==> src/hw/addr_decode_pkg.sv <==
// Package for the physical address decoder: region bounds, bank layouts, unit windows and the output carrier.
// Assumes a 32-bit physical address from the processor and one 200 MHz clock.
package addr_decode_pkg;

  // Mirror: only the low 29 address bits are decoded.
  localparam int MIRROR_BITS = 29;

  // Region bounds within the 512-Mbyte decoded space.
  localparam logic [28:0] ROM_LO = 29'h1800_0000;
  localparam logic [28:0] ISA_IO_LO = 29'h1400_0000;
  localparam logic [28:0] ISA_MEM_LO = 29'h1000_0000;
  localparam logic [28:0] RSV_HI_LO = 29'h0d00_0000;
  localparam logic [28:0] IO1_LO = 29'h0c00_0000;
  localparam logic [28:0] IO2_LO = 29'h0b00_0000;
  localparam logic [28:0] SHARED_LO = 29'h0a00_0000;
  localparam logic [28:0] RSV_LO_LO = 29'h0400_0000;

  // Unit windows are 32 bytes; space 1 has 4 windows, space 2 has 24.
  localparam int WIN_LSB = 5;
  localparam int IO1_UNITS = 4;
  localparam int IO2_UNITS = 24;
  localparam logic [23:0] IO2_LIVE = 24'hed_7bff;

  // External address pattern for the fast system bus memory space.
  localparam logic [1:0] FAST_BUS_TOP = 2'h2;
  localparam int EXT_ADDR_W = 26;

  // Bank bounds: four banks, entry k is bank k.
  typedef logic [3:0][31:0] bounds_t;

  // ROM layouts.
  localparam bounds_t ROM16_32M_LO = {32'h1fc0_0000, 32'h1f80_0000, 32'h1f40_0000, 32'h1f00_0000};
  localparam bounds_t ROM16_32M_HI = {32'h1fff_ffff, 32'h1fbf_ffff, 32'h1f7f_ffff, 32'h1f3f_ffff};
  localparam bounds_t ROM16_64M_LO = {32'h1f80_0000, 32'h1f00_0000, 32'h1e80_0000, 32'h1e00_0000};
  localparam bounds_t ROM16_64M_HI = {32'h1fff_ffff, 32'h1f7f_ffff, 32'h1eff_ffff, 32'h1e7f_ffff};
  localparam bounds_t ROM32_E0_32M_LO = {32'h1e80_0000, 32'h1e00_0000, 32'h1f80_0000, 32'h1f00_0000};
  localparam bounds_t ROM32_E0_32M_HI = {32'h1eff_ffff, 32'h1e7f_ffff, 32'h1fff_ffff, 32'h1f7f_ffff};
  localparam bounds_t ROM32_E0_64M_LO = {32'h1d80_0000, 32'h1d00_0000, 32'h1f00_0000, 32'h1e00_0000};
  localparam bounds_t ROM32_E0_64M_HI = {32'h1dff_ffff, 32'h1d7f_ffff, 32'h1fff_ffff, 32'h1eff_ffff};
  localparam bounds_t ROM32_E1_32M_LO = {32'h1e00_0000, 32'h1d00_0000, 32'h1f80_0000, 32'h1f00_0000};
  localparam bounds_t ROM32_E1_32M_HI = {32'h1eff_ffff, 32'h1dff_ffff, 32'h1fff_ffff, 32'h1f7f_ffff};
  localparam bounds_t ROM32_E1_64M_LO = {32'h1d00_0000, 32'h1c00_0000, 32'h1f00_0000, 32'h1e00_0000};
  localparam bounds_t ROM32_E1_64M_HI = {32'h1dff_ffff, 32'h1cff_ffff, 32'h1fff_ffff, 32'h1eff_ffff};

  // DRAM layouts.
  localparam bounds_t DRAM16_16M_LO = {32'h0060_0000, 32'h0040_0000, 32'h0020_0000, 32'h0000_0000};
  localparam bounds_t DRAM16_16M_HI = {32'h007f_ffff, 32'h005f_ffff, 32'h003f_ffff, 32'h001f_ffff};
  localparam bounds_t DRAM16_64M_LO = {32'h0180_0000, 32'h0100_0000, 32'h0080_0000, 32'h0000_0000};
  localparam bounds_t DRAM16_64M_HI = {32'h01ff_ffff, 32'h017f_ffff, 32'h00ff_ffff, 32'h007f_ffff};
  localparam bounds_t DRAM32_E0_16M_LO = {32'h00c0_0000, 32'h0080_0000, 32'h0040_0000, 32'h0000_0000};
  localparam bounds_t DRAM32_E0_16M_HI = {32'h00ff_ffff, 32'h00bf_ffff, 32'h007f_ffff, 32'h003f_ffff};
  localparam bounds_t DRAM32_E0_64M_LO = {32'h0240_0000, 32'h0200_0000, 32'h0100_0000, 32'h0000_0000};
  localparam bounds_t DRAM32_E0_64M_HI = {32'h027f_ffff, 32'h023f_ffff, 32'h01ff_ffff, 32'h00ff_ffff};
  localparam bounds_t DRAM32_E1_16M_LO = {32'h0200_0000, 32'h0100_0000, 32'h0040_0000, 32'h0000_0000};
  localparam bounds_t DRAM32_E1_16M_HI = {32'h027f_ffff, 32'h017f_ffff, 32'h007f_ffff, 32'h003f_ffff};
  localparam bounds_t DRAM32_E1_64M_LO = {32'h0300_0000, 32'h0280_0000, 32'h0100_0000, 32'h0000_0000};
  localparam bounds_t DRAM32_E1_64M_HI = {32'h03ff_ffff, 32'h02ff_ffff, 32'h027f_ffff, 32'h00ff_ffff};

  // Region that the latest address fell into.
  typedef enum logic [3:0] {
    REG_NONE, REG_DRAM, REG_SHARED_DISPLAY, REG_SHARED_FAST_BUS, REG_IO2, REG_IO1,
    REG_ISA_MEM, REG_ISA_IO, REG_ROM, REG_RESERVED
  } region_e;

  // Registered decode result.
  typedef struct packed {
    region_e region;
    logic [3:0] rom_bank_select_n;
    logic [3:0] mem_row_strobe_n;
    logic upper_low_col_strobe_n;
    logic upper_high_col_strobe_n;
    logic display_chip_select_n;
    logic [IO1_UNITS-1:0] io1_unit_sel;
    logic [IO2_UNITS-1:0] io2_unit_sel;
    logic [EXT_ADDR_W-1:0] ext_addr;
  } decode_s;

  // Display data path result.
  typedef struct packed {
    logic display_wide;
    logic [31:0] to_display;
    logic [31:0] to_cpu;
  } display_s;

endpackage

==> src/hw/physical_address_decoder.sv <==
// Physical address decoder: regions, ROM and DRAM bank selects, unit windows and display data path.
// Assumes the CPU presents a physical address with a valid strobe; strap pin is asynchronous.
`timescale 1ns/100ps

module physical_address_decoder import addr_decode_pkg::*; (
  // Clock and reset.
  input wire logic clk,
  input wire logic rst_n,
  // CPU address path.
  input wire logic addr_valid,
  input wire logic [31:0] phys_addr,
  // Strap pin and bus control bits.
  input wire logic wide_bus_strap,
  input wire logic rom_large_sel,
  input wire logic ext_rom_large_sel,
  input wire logic dram_large_sel,
  input wire logic ext_dram_large_sel,
  input wire logic bank23_dram_sel,
  input wire logic fast_bus_or_display_sel,
  input wire logic display_wide_sel,
  input wire logic display_data_invert,
  // Display data.
  input wire logic [31:0] cpu_wdata,
  input wire logic [31:0] display_rdata,
  // Decode results.
  output decode_s decode,
  output display_s display,
  output logic wide_bus
);

  // All module state.
  typedef struct packed {
    logic [2:0] strap_sync;
    logic wide;
    decode_s dec;
    display_s disp;
  } state_s;

  state_s state;
  state_s next_state;

  // One-hot bank match against four inclusive ranges.
  function automatic logic [3:0] bank_hit(input logic [31:0] a, input bounds_t lo, input bounds_t hi);
    logic [3:0] hit;
    hit = 4'h0;
    for (int k = 0; k < 4; k++) begin
      hit[k] = (a >= lo[k]) && (a <= hi[k]);
    end
    return hit;
  endfunction

  // Combined next-state logic.
  always_comb begin
    logic [28:0] a;
    logic [31:0] a32;
    logic [3:0] rom_hit;
    logic [3:0] dram_hit;
    logic [31:0] wmask;
    logic [31:0] inv;
    a = phys_addr[MIRROR_BITS-1:0];
    a32 = {3'h0, a};
    wmask = 32'h0000_0000;
    inv = 32'h0000_0000;
    rom_hit = 4'h0;
    dram_hit = 4'h0;
    next_state = state;
    // Strap pin crosses three flops; a change counts once stages two and three agree.
    next_state.strap_sync = {state.strap_sync[1:0], wide_bus_strap};
    if (state.strap_sync[2] == state.strap_sync[1]) begin
      next_state.wide = state.strap_sync[2];
    end
    // ROM bank layout choice.
    if (!state.wide) begin
      rom_hit = rom_large_sel ? bank_hit(a32, ROM16_64M_LO, ROM16_64M_HI)
                              : bank_hit(a32, ROM16_32M_LO, ROM16_32M_HI);
    end else if (!ext_rom_large_sel) begin
      rom_hit = rom_large_sel ? bank_hit(a32, ROM32_E0_64M_LO, ROM32_E0_64M_HI)
                              : bank_hit(a32, ROM32_E0_32M_LO, ROM32_E0_32M_HI);
    end else begin
      rom_hit = rom_large_sel ? bank_hit(a32, ROM32_E1_64M_LO, ROM32_E1_64M_HI)
                              : bank_hit(a32, ROM32_E1_32M_LO, ROM32_E1_32M_HI);
    end
    // DRAM bank layout choice.
    if (!state.wide) begin
      dram_hit = dram_large_sel ? bank_hit(a32, DRAM16_64M_LO, DRAM16_64M_HI)
                                : bank_hit(a32, DRAM16_16M_LO, DRAM16_16M_HI);
    end else if (!ext_dram_large_sel) begin
      dram_hit = dram_large_sel ? bank_hit(a32, DRAM32_E0_64M_LO, DRAM32_E0_64M_HI)
                                : bank_hit(a32, DRAM32_E0_16M_LO, DRAM32_E0_16M_HI);
    end else begin
      dram_hit = dram_large_sel ? bank_hit(a32, DRAM32_E1_64M_LO, DRAM32_E1_64M_HI)
                                : bank_hit(a32, DRAM32_E1_16M_LO, DRAM32_E1_16M_HI);
    end
    // Banks 2 and 3 belong to one use only in 32-bit modes.
    if (state.wide) begin
      if (bank23_dram_sel) begin
        rom_hit[3:2] = 2'h0;
      end else begin
        dram_hit[3:2] = 2'h0;
      end
    end
    // Idle outputs: nothing selected.
    next_state.dec.region = REG_NONE;
    next_state.dec.rom_bank_select_n = 4'hf;
    next_state.dec.mem_row_strobe_n = 4'hf;
    next_state.dec.upper_low_col_strobe_n = 1'b1;
    next_state.dec.upper_high_col_strobe_n = 1'b1;
    next_state.dec.display_chip_select_n = 1'b1;
    next_state.dec.io1_unit_sel = '0;
    next_state.dec.io2_unit_sel = '0;
    next_state.dec.ext_addr = a[EXT_ADDR_W-1:0];
    // Region decode, top down.
    if (addr_valid) begin
      if (a >= ROM_LO) begin
        next_state.dec.region = REG_ROM;
        next_state.dec.rom_bank_select_n = ~rom_hit;
      end else if (a >= ISA_IO_LO) begin
        next_state.dec.region = REG_ISA_IO;
      end else if (a >= ISA_MEM_LO) begin
        next_state.dec.region = REG_ISA_MEM;
      end else if (a >= RSV_HI_LO) begin
        next_state.dec.region = REG_RESERVED;
      end else if (a >= IO1_LO) begin
        next_state.dec.region = REG_IO1;
        if (a[23:WIN_LSB+2] == '0) begin
          next_state.dec.io1_unit_sel[a[WIN_LSB+1:WIN_LSB]] = 1'b1;
        end
      end else if (a >= IO2_LO) begin
        next_state.dec.region = REG_IO2;
        if (a[23:WIN_LSB] < 19'(IO2_UNITS)) begin
          next_state.dec.io2_unit_sel[a[WIN_LSB+4:WIN_LSB]] = IO2_LIVE[a[WIN_LSB+4:WIN_LSB]];
        end
      end else if (a >= SHARED_LO) begin
        next_state.dec.display_chip_select_n = 1'b0;
        if (fast_bus_or_display_sel) begin
          next_state.dec.region = REG_SHARED_FAST_BUS;
          next_state.dec.ext_addr = {FAST_BUS_TOP, a[23:0]};
        end else begin
          next_state.dec.region = REG_SHARED_DISPLAY;
        end
      end else if (a >= RSV_LO_LO) begin
        next_state.dec.region = REG_RESERVED;
      end else begin
        next_state.dec.region = REG_DRAM;
        next_state.dec.mem_row_strobe_n = ~dram_hit;
        if (state.wide) begin
          next_state.dec.mem_row_strobe_n[3:2] = 2'h3;
          next_state.dec.rom_bank_select_n[3:2] = ~dram_hit[3:2];
        end else begin
          next_state.dec.upper_low_col_strobe_n = ~dram_hit[2];
          next_state.dec.upper_high_col_strobe_n = ~dram_hit[3];
        end
      end
    end
    // Display data path: width and optional inversion.
    next_state.disp.display_wide = state.wide && display_wide_sel;
    wmask = next_state.disp.display_wide ? 32'hffff_ffff : 32'h0000_ffff;
    inv = display_data_invert ? wmask : 32'h0000_0000;
    next_state.disp.to_display = (cpu_wdata ^ inv) & wmask;
    next_state.disp.to_cpu = (display_rdata ^ inv) & wmask;
  end

  // State register.
  always_ff @(posedge clk or negedge rst_n) begin
    if (!rst_n) begin
      state.strap_sync <= 3'h0;
      state.wide <= 1'b0;
      state.dec.region <= REG_NONE;
      state.dec.rom_bank_select_n <= 4'hf;
      state.dec.mem_row_strobe_n <= 4'hf;
      state.dec.upper_low_col_strobe_n <= 1'b1;
      state.dec.upper_high_col_strobe_n <= 1'b1;
      state.dec.display_chip_select_n <= 1'b1;
      state.dec.io1_unit_sel <= '0;
      state.dec.io2_unit_sel <= '0;
      state.dec.ext_addr <= '0;
      state.disp <= '0;
    end else begin
      state <= next_state;
    end
  end

  // Outputs come straight from the state register.
  assign decode = state.dec;
  assign display = state.disp;
  assign wide_bus = state.wide;

endmodule

==> config.mk <==
export PLATFORM = sky130hd
export DESIGN_NAME = physical_address_decoder
export DESIGN_NICKNAME = d
export VERILOG_FILES = /design/src/hw/addr_decode_pkg.sv /design/src/hw/physical_address_decoder.sv
export SDC_FILE = /design/constraint.sdc
export NUM_CORES = 1
export LEC_CHECK = 0
export BUFFER_PORTS_ARGS = -buffer_cell sky130_fd_sc_hd__buf_2
export CAP_MARGIN = 10
export CORE_MARGIN = 8
export CORE_UTILIZATION = 49
export CTS_CLUSTER_SIZE = 20
export DETAILED_ROUTE_END_ITERATION = 7
export PLACE_DENSITY = 0.8
export REMOVE_ABC_BUFFERS = 1
export SYNTH_ARGS = -nofsm -noshare
export SYNTH_HDL_FRONTEND = slang
export SYNTH_SLANG_ARGS = --single-unit
==> constraint.sdc <==
create_clock -name clk -period 1.6 [get_ports clk]
set_input_delay 0.08 -clock clk [delete_from_list [all_inputs] [get_ports clk]]
set_output_delay 0.08 -clock clk [all_outputs]
set_load 0.01 [all_outputs]
==> summary.md, run 1 <==
| Metric | Value |
|---|---|
| CTS H-tree depth | 4 |
| Routed vias/inst | 4.84 |
| CP Buf/Inv Count | 3 |
| YS warnings | 0 |
| Avg Inst Size Synth | 11.3 sq um |
| CTS max path bufs | 2 |
| Flop pwr share | 42.5% |
| Async set or reset register ratio after synthesis | 100% |
| Pre-CTS WS | -66.2 ps |
| Routing usage on met2 | 36.6% |
| Post-Route WL | 17.4 mm |
| Synth Cell Area | 0.00616 sq mm |
| Clock Pin Slew Worst Setup and Hold Paths | 60 ps |
| Leading cell type in the layout, fill and taps excluded | buf_2 |
| CTS tree | yes |
| Total global routing overflow | 0 |
| Slowest cell on crit path | dlygate4sd3_1 |
| Pre-antenna DRT Iters | 5 |
| Final hold slack | 30.2 ps |
| Endpoints failing setup | 0 |
| Vias in the first global route | 4982 |
| FF-to-FF Start | wide_bus |
| Setup slack, reg-to-reg | 190 ps |
| Total number of vias | 4544 |
| Clock Latency Late Sink | 420 ps |
| Worst path max stage delay | 530 ps |
| Largest net degree at the start of global routing | 52 |
| Primary FF master, synth | dfrtp_1 |
| Clk network pwr share | 43.8% |
| Tmin final | 1550 ps |
| Internal | 6.56 mW |
| First-pass GRT wire length | 27.1 mm |
| Die X | 128 um |
| Antenna violations before repair | 0 |
| Global route hottest layer | met2 |
| Dpl hpwl | 11.0 mm |
| Layout Area Growth over Synthesis | 33.4% |
| Sink Count | 136 |
| Cts bufs inserted | 17 |
| Max Cap Violations | 0 |
| Skew final | 6.02 ps |
| Post-synth EDFFs | 0 |
| PwrDens | 1060 mW/mm^2 |
| Mapped Cells | 544 |
| Setup ws final | 50.8 ps |
| Design Area, Final | 0.00822 sq mm |
| # rows | 41 |
| Status | complete, no violations |
| Kind of cell adding the most delay to the critical path | simple AND/OR/NAND/NOR gates |
| Hold path endpoint | decode[57] |
| # fillers | 870 |
| RR Endpoint | decode[62] |
| I/O Pins | 243 |
| Part of the cycle the worst path needs | 96.8% |
| M1 GR Usage | 23.6% |
| Type of the worst min-delay path | input pin to register |
| Worst vdd ir | 0.737 mV |
| Synth unique cells | 53 |
| WP data arrival | 1880 ps |
| Yosys reg bits | 136 |
| Startpoint types | input pin |
| Setup crit start | phys_addr[15] |
| Met3 Use GR | 10.5% |
| Initial Util | 49.4% |
| Routability cong. | 0.887 |
| Crit Path Max Fanout | 4 |
| Lkg Pwr | 4.03 nW |
| Ant diodes | 0 |
| Port bufs | 239 |
| 1st-iter DRT viols | 347 |
| Die Ht | 128 um |
| # DRC | 0 |
| Setup CP Type | input pin to register |
| Drt wl/cell | 18.5 um |
| Placed Area | 0.00664 sq mm |
| Share of cells above drive strength 1 | 41.5% |
| Cell depth of the worst flop-to-flop path | 5 |
| Final ANT Viol Nets | 0 |
| Worst Path Required | 1940 ps |
| Setup crit end kind | register |
| Clock Root Buffer | clkbuf_16 |
| Core region area | 0.0125 sq mm |
| Final net count | 863 |
| Power share of the combinational group | 13.8% |
| NetSw | 2.17 mW |
| RSZ-0062 raised after global routing | no |
| WHS Path Cells | 3 |
| Final Hold Viols | 0 |
| Die area | 0.0164 sq mm |
| Fin. max-slew vios | 0 |
| Switching fraction of total power | 24.9% |
| Setup TNS | 0 ps |
| Hold path start | phys_addr[21] |
| Seq/Total Area, Yosys | 55.4% |
| CP cell instances | dlygate4sd3_1 > buf_2 > or4_4 > nor3_4 > buf_4 > nand4_1 > nor2_1 |
| Final Total Pwr | 8.73 mW |
| Overall global routing resource usage | 21.9% |
| FMAX | 0.646 GHz |
| Most frequent cells in the layout | 236 x buf_2, 127 x dfrtp_1, 91 x dlygate4sd3_1 |
[cells in the mapped netlist (2+ instances only)]
cell type / instances / area, sq um
o21ai_0: 7 / 35.0
nand4_1: 7 / 43.8
buf_2: 9 / 45.0
dfrtp_1: 127 / 3180
nor4b_1: 2 / 17.5
or4_1: 3 / 22.5
nand3b_1: 5 / 37.5
and3b_1: 2 / 17.5
nor3_2: 2 / 20.0
nand3_1: 4 / 20.0
nor2b_1: 7 / 43.8
nor3_1: 15 / 75.1
a211oi_1: 3 / 22.5
clkbuf_1: 16 / 60.1
nor4_1: 3 / 18.8
o21bai_1: 2 / 15.0
inv_1: 4 / 15.0
or3b_2: 5 / 43.8
xnor2_1: 33 / 289
or4_4: 2 / 22.5
nand2_1: 12 / 45.0
buf_6: 2 / 22.5
o41ai_1: 2 / 17.5
o31ai_1: 3 / 22.5
xor2_1: 32 / 280
and2_1: 2 / 12.5
dfstp_2: 9 / 236
nor2_1: 55 / 206
buf_4: 134 / 1010
a21oi_1: 5 / 25.0
nand2b_1: 8 / 50.1
[metrics by stage]
step,utilization [%],std cells
2_1_floorplan,-,385
3_3_place_gp,53.3,814
3_5_place_dp,53.3,814
4_1_cts,65.2,936
5_1_grt,66.0,939
6_report,66.0,939
[power by group through the flow]
stage               Combinational, mW  Sequential, mW  Clock (mW)
floorplan                       0.248            3.85           0
global placement                0.957            3.74           0
CTS                              1.16            3.69        3.86
detailed placement              0.981            3.75           0
global route                     1.30            3.72        4.03
finish                           1.20            3.71        3.82
[state kept, by name, summed over array words and instances, names as in the netlist]
name / flops
state: 1
wide_bus: 1
next_state: 2
decode: 67
display: 65
[cells by family (layout without fill, tap and decap cells)]
family / Yosys count / after routing / synth area share (%)
buffers and inverters: 166 / 386 / 18.7
xor gates and xnor gates: 65 / 65 / 9.24
muxes: 1 / 1 / 0.162
adders and majority gates: 1 / 1 / 0.162
and+or+nand+nor: 142 / 142 / 12.6
AOI/OAI and AO/OA: 32 / 32 / 3.68
DFF: 136 / 136 / 55.4
other: 1 / 4 / 0.0609
[repair_timing]
item	in CTS	in global routing
resized for setup	0	13
endpoints found under the hold margin	221	1
hold buffers	91	1
endpoints found under the setup margin	0	23
setup buffers	0	3
[layout make-up]
cell class                      count  area, sq um  area share [%]
Timing Repair Buffer              351         2340            28.4
Multi-Input combinational cell    245         1660            20.2
Sequential cell                   136         3410            41.5
Clock buffer                       20          457            5.55
Clock inverter                     11          124            1.51
Inverter                            4         15.0           0.183
Tap cell                          172          215            2.62
[worst min-delay path, delay by kind of cell]
kind / cells / cell delay, ps
buffers and inverters: 1 / 140
AO/OA/AOI/OAI: 2 / 210
[layer usage]
| layer | up-vias | routed length [um] | part of all wire (%) |
|---|---|---|---|
| li1 | 2051 | - | - |
| met1 | 2219 | 6280 | 36 |
| met2 | 244 | 8800 | 51 |
| met3 | 30 | 1990 | 11 |
| met4 | 0 | 312 | 1.8 |
| met5 | - | 0 | 0 |
[worst max path at each step]
stage	end	slack, ps	cells after the start
finish	decode[39]	50	7
global route	decode[64]	0.5	7
CTS	decode[28]	20	7
detailed placement	decode[28]	-70	5
global placement	decode[40]	30	5
floorplan	display[16]	180	2
No activity file was read; power rests on OpenSTA's default activity.
==> run 2: changes to the inputs <==
ABC_AREA = 1   (was default)
CORE_UTILIZATION = 50   (was 49)
PLACE_DENSITY = default   (was 0.8)
PLACE_DENSITY_LB_ADDON = 0.1   (was default)
==> run 2 against run 1 <==
Clock skew is 2.1 ps higher; sequential power hardly changed; largest cell class unchanged; critical path type unchanged; core utilization is 0.32 points lower; global-route usage is 1.4 points lower; synthesized cell count is 22% higher.
==> summary.md, run 2 <==
| Metric | Value |
|---|---|
| Setup TNS | 0 ps (unchanged) |
| # DRC | 0 (unchanged) |
| Clock Pin Slew Worst Setup and Hold Paths | 50 ps (was 60 ps) |
| Most frequent cells in the layout | 237 x buf_2, 127 x dfrtp_1, 93 x dlygate4sd3_1 (was 236 x buf_2, 127 x dfrtp_1, 91 x dlygate4sd3_1) |
| Initial Util | 50.4% (was 49.4%) |
| CTS H-tree depth | 4 (unchanged) |
| Final core occ | 65.6% (was 66.0%) |
| Synth Cell Area | 0.00656 sq mm (was 0.00616 sq mm) |
| 1st-iter DRT viols | 312 (was 347) |
| Synth unique cells | 35 (was 53) |
| Reg area | 0.00341 sq mm (unchanged) |
| Clock Root Buffer | clkbuf_16 (unchanged) |
| Leading cell type in the layout, fill and taps excluded | buf_2 (unchanged) |
| Most common cell in the netlist | buf_4 (unchanged) |
| Actual slew at the worst max-slew pin | 493 ps |
| Final net count | 986 (was 863) |
| FMAX | 0.679 GHz (was 0.646 GHz) |
| Setup CP Type | input pin to register (unchanged) |
| Die X | 131 um (was 128 um) |
| Setup repair bufs after CTS | 0 (unchanged) |
| Tmin final | 1470 ps (was 1550 ps) |
| I/O Pins | 243 (unchanged) |
| Type of the worst min-delay path | input pin to register (unchanged) |
| # fillers | 1053 (was 870) |
| Port bufs | 239 (unchanged) |
| Hold path start | bank23_dram_sel (was phys_addr[21]) |
| Skew final | 8.12 ps (was 6.02 ps) |
| Post-synth EDFFs | 0 (unchanged) |
| PwrDens | 1040 mW/mm^2 (was 1060 mW/mm^2) |
| Synth top cells by count | 136 x buf_4, 127 x dfrtp_1, 90 x nor2_1 (was 134 x buf_4, 127 x dfrtp_1, 55 x nor2_1) |
| Setup crit start | phys_addr[23] (was phys_addr[15]) |
| Seq/Total Area, Yosys | 52.0% (was 55.4%) |
| Lkg Pwr | 4.35 nW (was 4.03 nW) |
| CTS max path bufs | 2 (unchanged) |
| Clock Latency Late Sink | 420 ps (about the same) |
| Startpoint types | input pin (unchanged) |
| Total global routing overflow | 0 (unchanged) |
| Crit Path Max Fanout | 8 (was 4) |
| Yosys reg bits | 136 (unchanged) |
| Mapped Cells | 665 (was 544) |
| Synth top area share | 48.4% (was 51.6%) |
| FF-to-FF Start | wide_bus (unchanged) |
| Async set or reset register ratio after synthesis | 100% (unchanged) |
| WHS Path Cells | 5 (was 3) |
| Final Hold Viols | 0 (unchanged) |
| Vias in the first global route | 5379 (was 4982) |
| Sink Count | 136 (unchanged) |
| Setup ws final | 127 ps (was 50.8 ps) |
| Antenna violations before repair | 0 (unchanged) |
| Top cells by area, synth | dfrtp_1 48%, buf_4 16%, nor2_1 5.1% (was dfrtp_1 52%, buf_4 16%, xnor2_1 4.7%) |
| Avg Inst Size Synth | 9.87 sq um (was 11.3 sq um) |
| Max reg flops | 67 (unchanged) |
| Core region area | 0.0130 sq mm (was 0.0125 sq mm) |
| CTS tree | yes (unchanged) |
| Cts bufs inserted | 17 (unchanged) |
| Area leader, netlist | dfrtp_1 (unchanged) |
| Dpl hpwl | 12.2 mm (was 11.0 mm) |
| RSZ-0062 raised after global routing | no (unchanged) |
| Share of cells above drive strength 1 | 35.8% (was 41.5%) |
| Largest net degree at the start of global routing | 49 (was 52) |
| Worst vdd ir | 0.732 mV (was 0.737 mV) |
| First-pass GRT wire length | 26.8 mm (was 27.1 mm) |
| Setup crit end kind | register (unchanged) |
| Total number of vias | 4917 (was 4544) |
| Primary FF master, synth | dfrtp_1 (unchanged) |
| Setup slack, reg-to-reg | 330 ps (was 190 ps) |
| YS warnings | 0 (unchanged) |
| Pre-antenna DRT Iters | 5 (unchanged) |
| Part of the cycle the worst path needs | 92.0% (was 96.8%) |
| Die Ht | 131 um (was 128 um) |
| Max Cap Violations | 0 (unchanged) |
| Pre-CTS WS | 256 ps (was -66.2 ps) |
| Area of the multi-input gates | 0.00188 sq mm (was 0.00166 sq mm) |
| # rows | 42 (was 41) |
| Slew HR | 66.9% |
| Drt wl/cell | 15.7 um (was 18.5 um) |
| Fin. max-slew vios | 0 (unchanged) |
| Overall global routing resource usage | 20.5% (was 21.9%) |
| Layout Area Growth over Synthesis | 30.3% (was 33.4%) |
| WP data arrival | 1810 ps (was 1880 ps) |
| Die area | 0.0170 sq mm (was 0.0164 sq mm) |
| Routed vias/inst | 4.60 (was 4.84) |
| Status | complete, no violations (unchanged) |
| Endpoints failing setup | 0 (unchanged) |
| Routability cong. | 0.908 (was 0.887) |
| Final ANT Viol Nets | 0 (unchanged) |
| Cell depth of the worst flop-to-flop path | 7 (was 5) |
| Worst Path Required | 1940 ps (about the same) |
| Post-Route WL | 16.8 mm (was 17.4 mm) |
## run 2: cell types whose count changed after synthesis, moves of 8 or more
cell and change:
nand3_1 +38, nand2_1 +48, clkbuf_1 -10, nor2_1 +35, nor2_2 +9, nand2b_1 -8
inv_1 +35
## run 2: path summary, 6_finish.rpt
check	endpoint
setup / recovery	decode[32]
hold / removal	decode[64]
setup reg to reg	decode[63]
hold reg to reg	next_state[137]
max in group asynchronous	decode[61]
min in group asynchronous	decode[38]
## run 2: logic make-up after synthesis
| family | synth area share [%] |
|---|---|
| fa+ha+maj | 0.153 |
| flops | 52.0 |
| other cells | 0.0571 |
| simple gates | 17.8 |
| buf+inv | 19.5 |
| compound gates | 1.89 |
| xor+xnor | 8.54 |
## run 2: area by class of cell
| class | instances | share of cell area [%] |
|---|---|---|
| sequential | 136 | 39.9 |
| timing repair buffer | 345 | 26.4 |
| multi-input combinational | 330 | 22.0 |
| clock buffer | 24 | 5.51 |
| tap | 176 | 2.57 |
| inverter | 48 | 2.11 |
| clock inverter | 8 | 1.45 |
| antenna | 1 | 0.0293 |
## run 2: timing repair
item,4_1_cts,5_1_grt
hold endpoints to repair,209,0
resized for setup,0,1
hold buffers,93,0
setup endpoints to repair,0,1
## run 2: where the power goes
group | switching [mW] | leakage, nW | internal (mW) | total [mW]
logic | 0.689 | 2.37 | 0.562 | 1.25
clock network | 1.39 | 0.284 | 2.53 | 3.92
registers | 0.0505 | 1.69 | 3.64 | 3.69
## run 2: metrics by stage
step / hold WS (ps) / cells / instance area, sq um / power [mW]
after floorplan: -216 / 514 / 5470 / 4.19
final: 42.7 / 1068 / 8550 / 8.87
after CTS: 24.7 / 1067 / 8550 / 8.96
after detailed placement: 45.5 / 942 / 7020 / 4.82
after global routing: 76.7 / 1067 / 8550 / 9.24
after global placement: 39.6 / 942 / 7020 / 4.80
## run 2: critical path, stage by stage
cell,delay (ps)
dlygate4sd3_1,530
buf_2,200
nor3_4,330
nand4_4,170
nor2_8,230
nand4_4,140
nor2_1,130
## run 2: layer usage
metal  up-vias  global-route usage, %  part of all wire, %
li1       2358                      -                    -
met3        20                   10.1                   13
met5         -                      0                    0
met2       243                   34.3                   49
met1      2296                   22.3                   37
met4         0                   6.75                  1.2
==> run 3: changes to the inputs <==
HOLD_SLACK_MARGIN = 0.1   (was default)
REMOVE_ABC_BUFFERS = default   (was 1)
==> run 3 against run 2 <==
Clock skew down 2.6 ps; fmax barely moved; count of clock-buffer cells in the layout stayed put; hold slack better by 74 ps; combinational power is essentially flat; routed wire length is 0.76% lower; non-clock buffer count rose by 5; global-route usage fell by 0.35 points; worst setup slack better by 1.1 ps.
==> summary.md, run 3 (same netlist as run 2, synthesis figures left out) <==
| Metric | Value |
|---|---|
| Max Cap Violations | 0 (unchanged) |
| Lkg Pwr | 4.38 nW (was 4.35 nW) |
| DR WL met3 | 1.54 mm (was 2.15 mm) |
| Largest net degree at the start of global routing | 57 (was 49) |
| Setup crit end kind | register (unchanged) |
| CTS max path bufs | 2 (unchanged) |
| Share of cells above drive strength 1 | 35.4% (was 35.8%) |
| Worst path max stage delay | 530 ps (about the same) |
| Total number of vias | 4909 (was 4917) |
| Type of the worst min-delay path | input pin to register (unchanged) |
| Max reg flops | 67 (unchanged) |
| Worst Path Required | 1930 ps (was 1940 ps) |
| Clock Pin Slew Worst Setup and Hold Paths | 60 ps (was 50 ps) |
| Drt wl/cell | 15.5 um (was 15.7 um) |
| Clock Root Buffer | clkbuf_16 (unchanged) |
| CTS tree | yes (unchanged) |
| Kind of cell adding the most delay to the critical path | simple AND/OR/NAND/NOR gates (unchanged) |
| Cts bufs inserted | 17 (unchanged) |
| CTS H-tree depth | 4 (unchanged) |
| Routed wl met2 | 8.48 mm (was 8.23 mm) |
| Part of the cycle the worst path needs | 92.0% (about the same) |
| Crit Path Max Fanout | 8 (unchanged) |
| Non-Filler Instances | 1072 (was 1068) |
| Startpoint types | input pin (unchanged) |
| Routability cong. | 0.889 (was 0.908) |
| Overall global routing resource usage | 20.1% (was 20.5%) |
| Port bufs | 239 (unchanged) |
| Leading cell type in the layout, fill and taps excluded | buf_2 (unchanged) |
| Core region area | 0.0130 sq mm (unchanged) |
| Initial Util | 50.4% (unchanged) |
| Dpl hpwl | 11.8 mm (was 12.2 mm) |
| Fin. max-slew vios | 0 (unchanged) |
| M1 WL | 6.23 mm (was 6.21 mm) |
| # fillers | 1084 (was 1053) |
| Hold-fix buffers, CTS | 101 (was 93) |
| Layout Area Growth over Synthesis | 31.3% (was 30.3%) |
| Antenna violations before repair | 0 (unchanged) |
| Setup repair bufs after CTS | 0 (unchanged) |
| Die Ht | 131 um (unchanged) |
| Max Used Layer | met4 (unchanged) |
| Final Hold Viols | 0 (unchanged) |
| FF-to-FF Start | wide_bus (unchanged) |
| First-pass GRT wire length | 26.1 mm (was 26.8 mm) |
| Endpoints failing setup | 0 (unchanged) |
| Final Total Pwr | 8.75 mW (was 8.87 mW) |
| Die X | 131 um (unchanged) |
| FMAX | 0.680 GHz (was 0.679 GHz) |
| Tmin final | 1470 ps (about the same) |
| Area of the multi-input gates | 0.00188 sq mm (about the same) |
| Pre-antenna DRT Iters | 4 (was 5) |
| WHS Path Cells | 2 (was 5) |
| Final ANT Viol Nets | 0 (unchanged) |
| # rows | 42 (unchanged) |
| Most frequent cells in the layout | 237 x buf_2, 127 x dfrtp_1, 101 x dlygate4sd3_1 (was 237 x buf_2, 127 x dfrtp_1, 93 x dlygate4sd3_1) |
| Vias in the first global route | 5220 (was 5379) |
| 1st-iter DRT viols | 268 (was 312) |
| CP cell instances | dlygate4sd3_1 > buf_2 > nor3_4 > nand4_4 > nor2_8 > nand4_4 > nor2_1 (unchanged) |
| Slowest cell on crit path | dlygate4sd3_1 (unchanged) |
| Routed vias/inst | 4.58 (was 4.60) |
| Post-Route WL | 16.7 mm (was 16.8 mm) |
| Cell depth of the worst flop-to-flop path | 4 (was 7) |
| PwrDens | 1020 mW/mm^2 (was 1040 mW/mm^2) |
| Reg area | 0.00341 sq mm (unchanged) |
| Post-cts resize count | 0 (unchanged) |
| RSZ-0062 raised after global routing | no (unchanged) |
| Die area | 0.0170 sq mm (unchanged) |
| Hold path endpoint | display[47] (was decode[64]) |
| Final net count | 991 (was 986) |
| Crit-path most repeated cell | nand4_4 (unchanged) |
| WP data arrival | 1800 ps (was 1810 ps) |
| Total global routing overflow | 0 (unchanged) |
| Clock Latency Late Sink | 410 ps (was 420 ps) |
| Status | complete, no violations (unchanged) |
| Dpl cells | 939 (was 942) |
| Setup slack, reg-to-reg | 430 ps (was 330 ps) |
| Setup CP Type | input pin to register (unchanged) |
| Hold path start | display_data_invert (was bank23_dram_sel) |
| Setup TNS | 0 ps (unchanged) |
| CP Buf/Inv Count | 2 (unchanged) |
| # DRC | 0 (unchanged) |
| Skew final | 5.50 ps (was 8.12 ps) |
| I/O Pins | 243 (unchanged) |
| Worst vdd ir | 0.709 mV (was 0.732 mV) |
| RR Endpoint | display[22] (was decode[63]) |
| Sink Count | 136 (unchanged) |
[run 3: cell count changes in the layout (fill, tap and decap cells not counted)]
cell           delta
buf_12            +2
buf_4             -5
bufinv_16         -1
clkbuf_1          -2
clkbuf_8          +2
clkinv_2          +1
clkinv_4          -1
clkinvlp_4        -1
dlygate4sd3_1     +8
inv_6             +1
nor2_2            +1
nor2_4            -1
[run 3: stage by stage]
stage	setup WS [ps]	cell area, sq um	hold WS, ps	util [%]
detailed placement	263	7020	2.04	53.9
CTS	131	8620	101	66.1
floorplan	346	6570	-216	-
global placement	293	7020	0.977	53.9
global route	30.4	8620	111	66.1
finish	129	8620	117	66.1
[run 3: worst max-delay path by stage]
stage                  start         end  slack (ps)  depth (start not counted)
2_1_floorplan       wide_bus  decode[63]         350                          8
3_3_place_gp   phys_addr[23]  decode[35]         290                          6
3_5_place_dp   phys_addr[23]  decode[47]         260                          6
4_1_cts        phys_addr[23]  decode[31]         130                          7
5_1_grt        phys_addr[24]  decode[59]          30                          8
6_report       phys_addr[23]  decode[31]         130                          7
[run 3: power breakdown]
part	internal (mW)	switching, mW
sequential	3.64	0.0478
combinational	0.578	0.685
clock	2.45	1.36
[run 3: cell type report]
| cell class | count | area share (%) |
|---|---|---|
| clock buffers | 24 | 5.71 |
| clock inverters | 7 | 1.06 |
| diodes | 1 | 0.0290 |
| repair buffers | 350 | 27.2 |
| multi-input cells | 330 | 21.8 |
| flip-flops and latches | 136 | 39.6 |
| well taps | 176 | 2.56 |
| inverters | 48 | 2.09 |
[run 3: routing by layer]
layer | global-route usage, % | vias up
li1 | - | 2369
met1 | 21.8 | 2309
met2 | 35.3 | 201
met3 | 6.74 | 30
met4 | 8.64 | 0
met5 | 0 | -
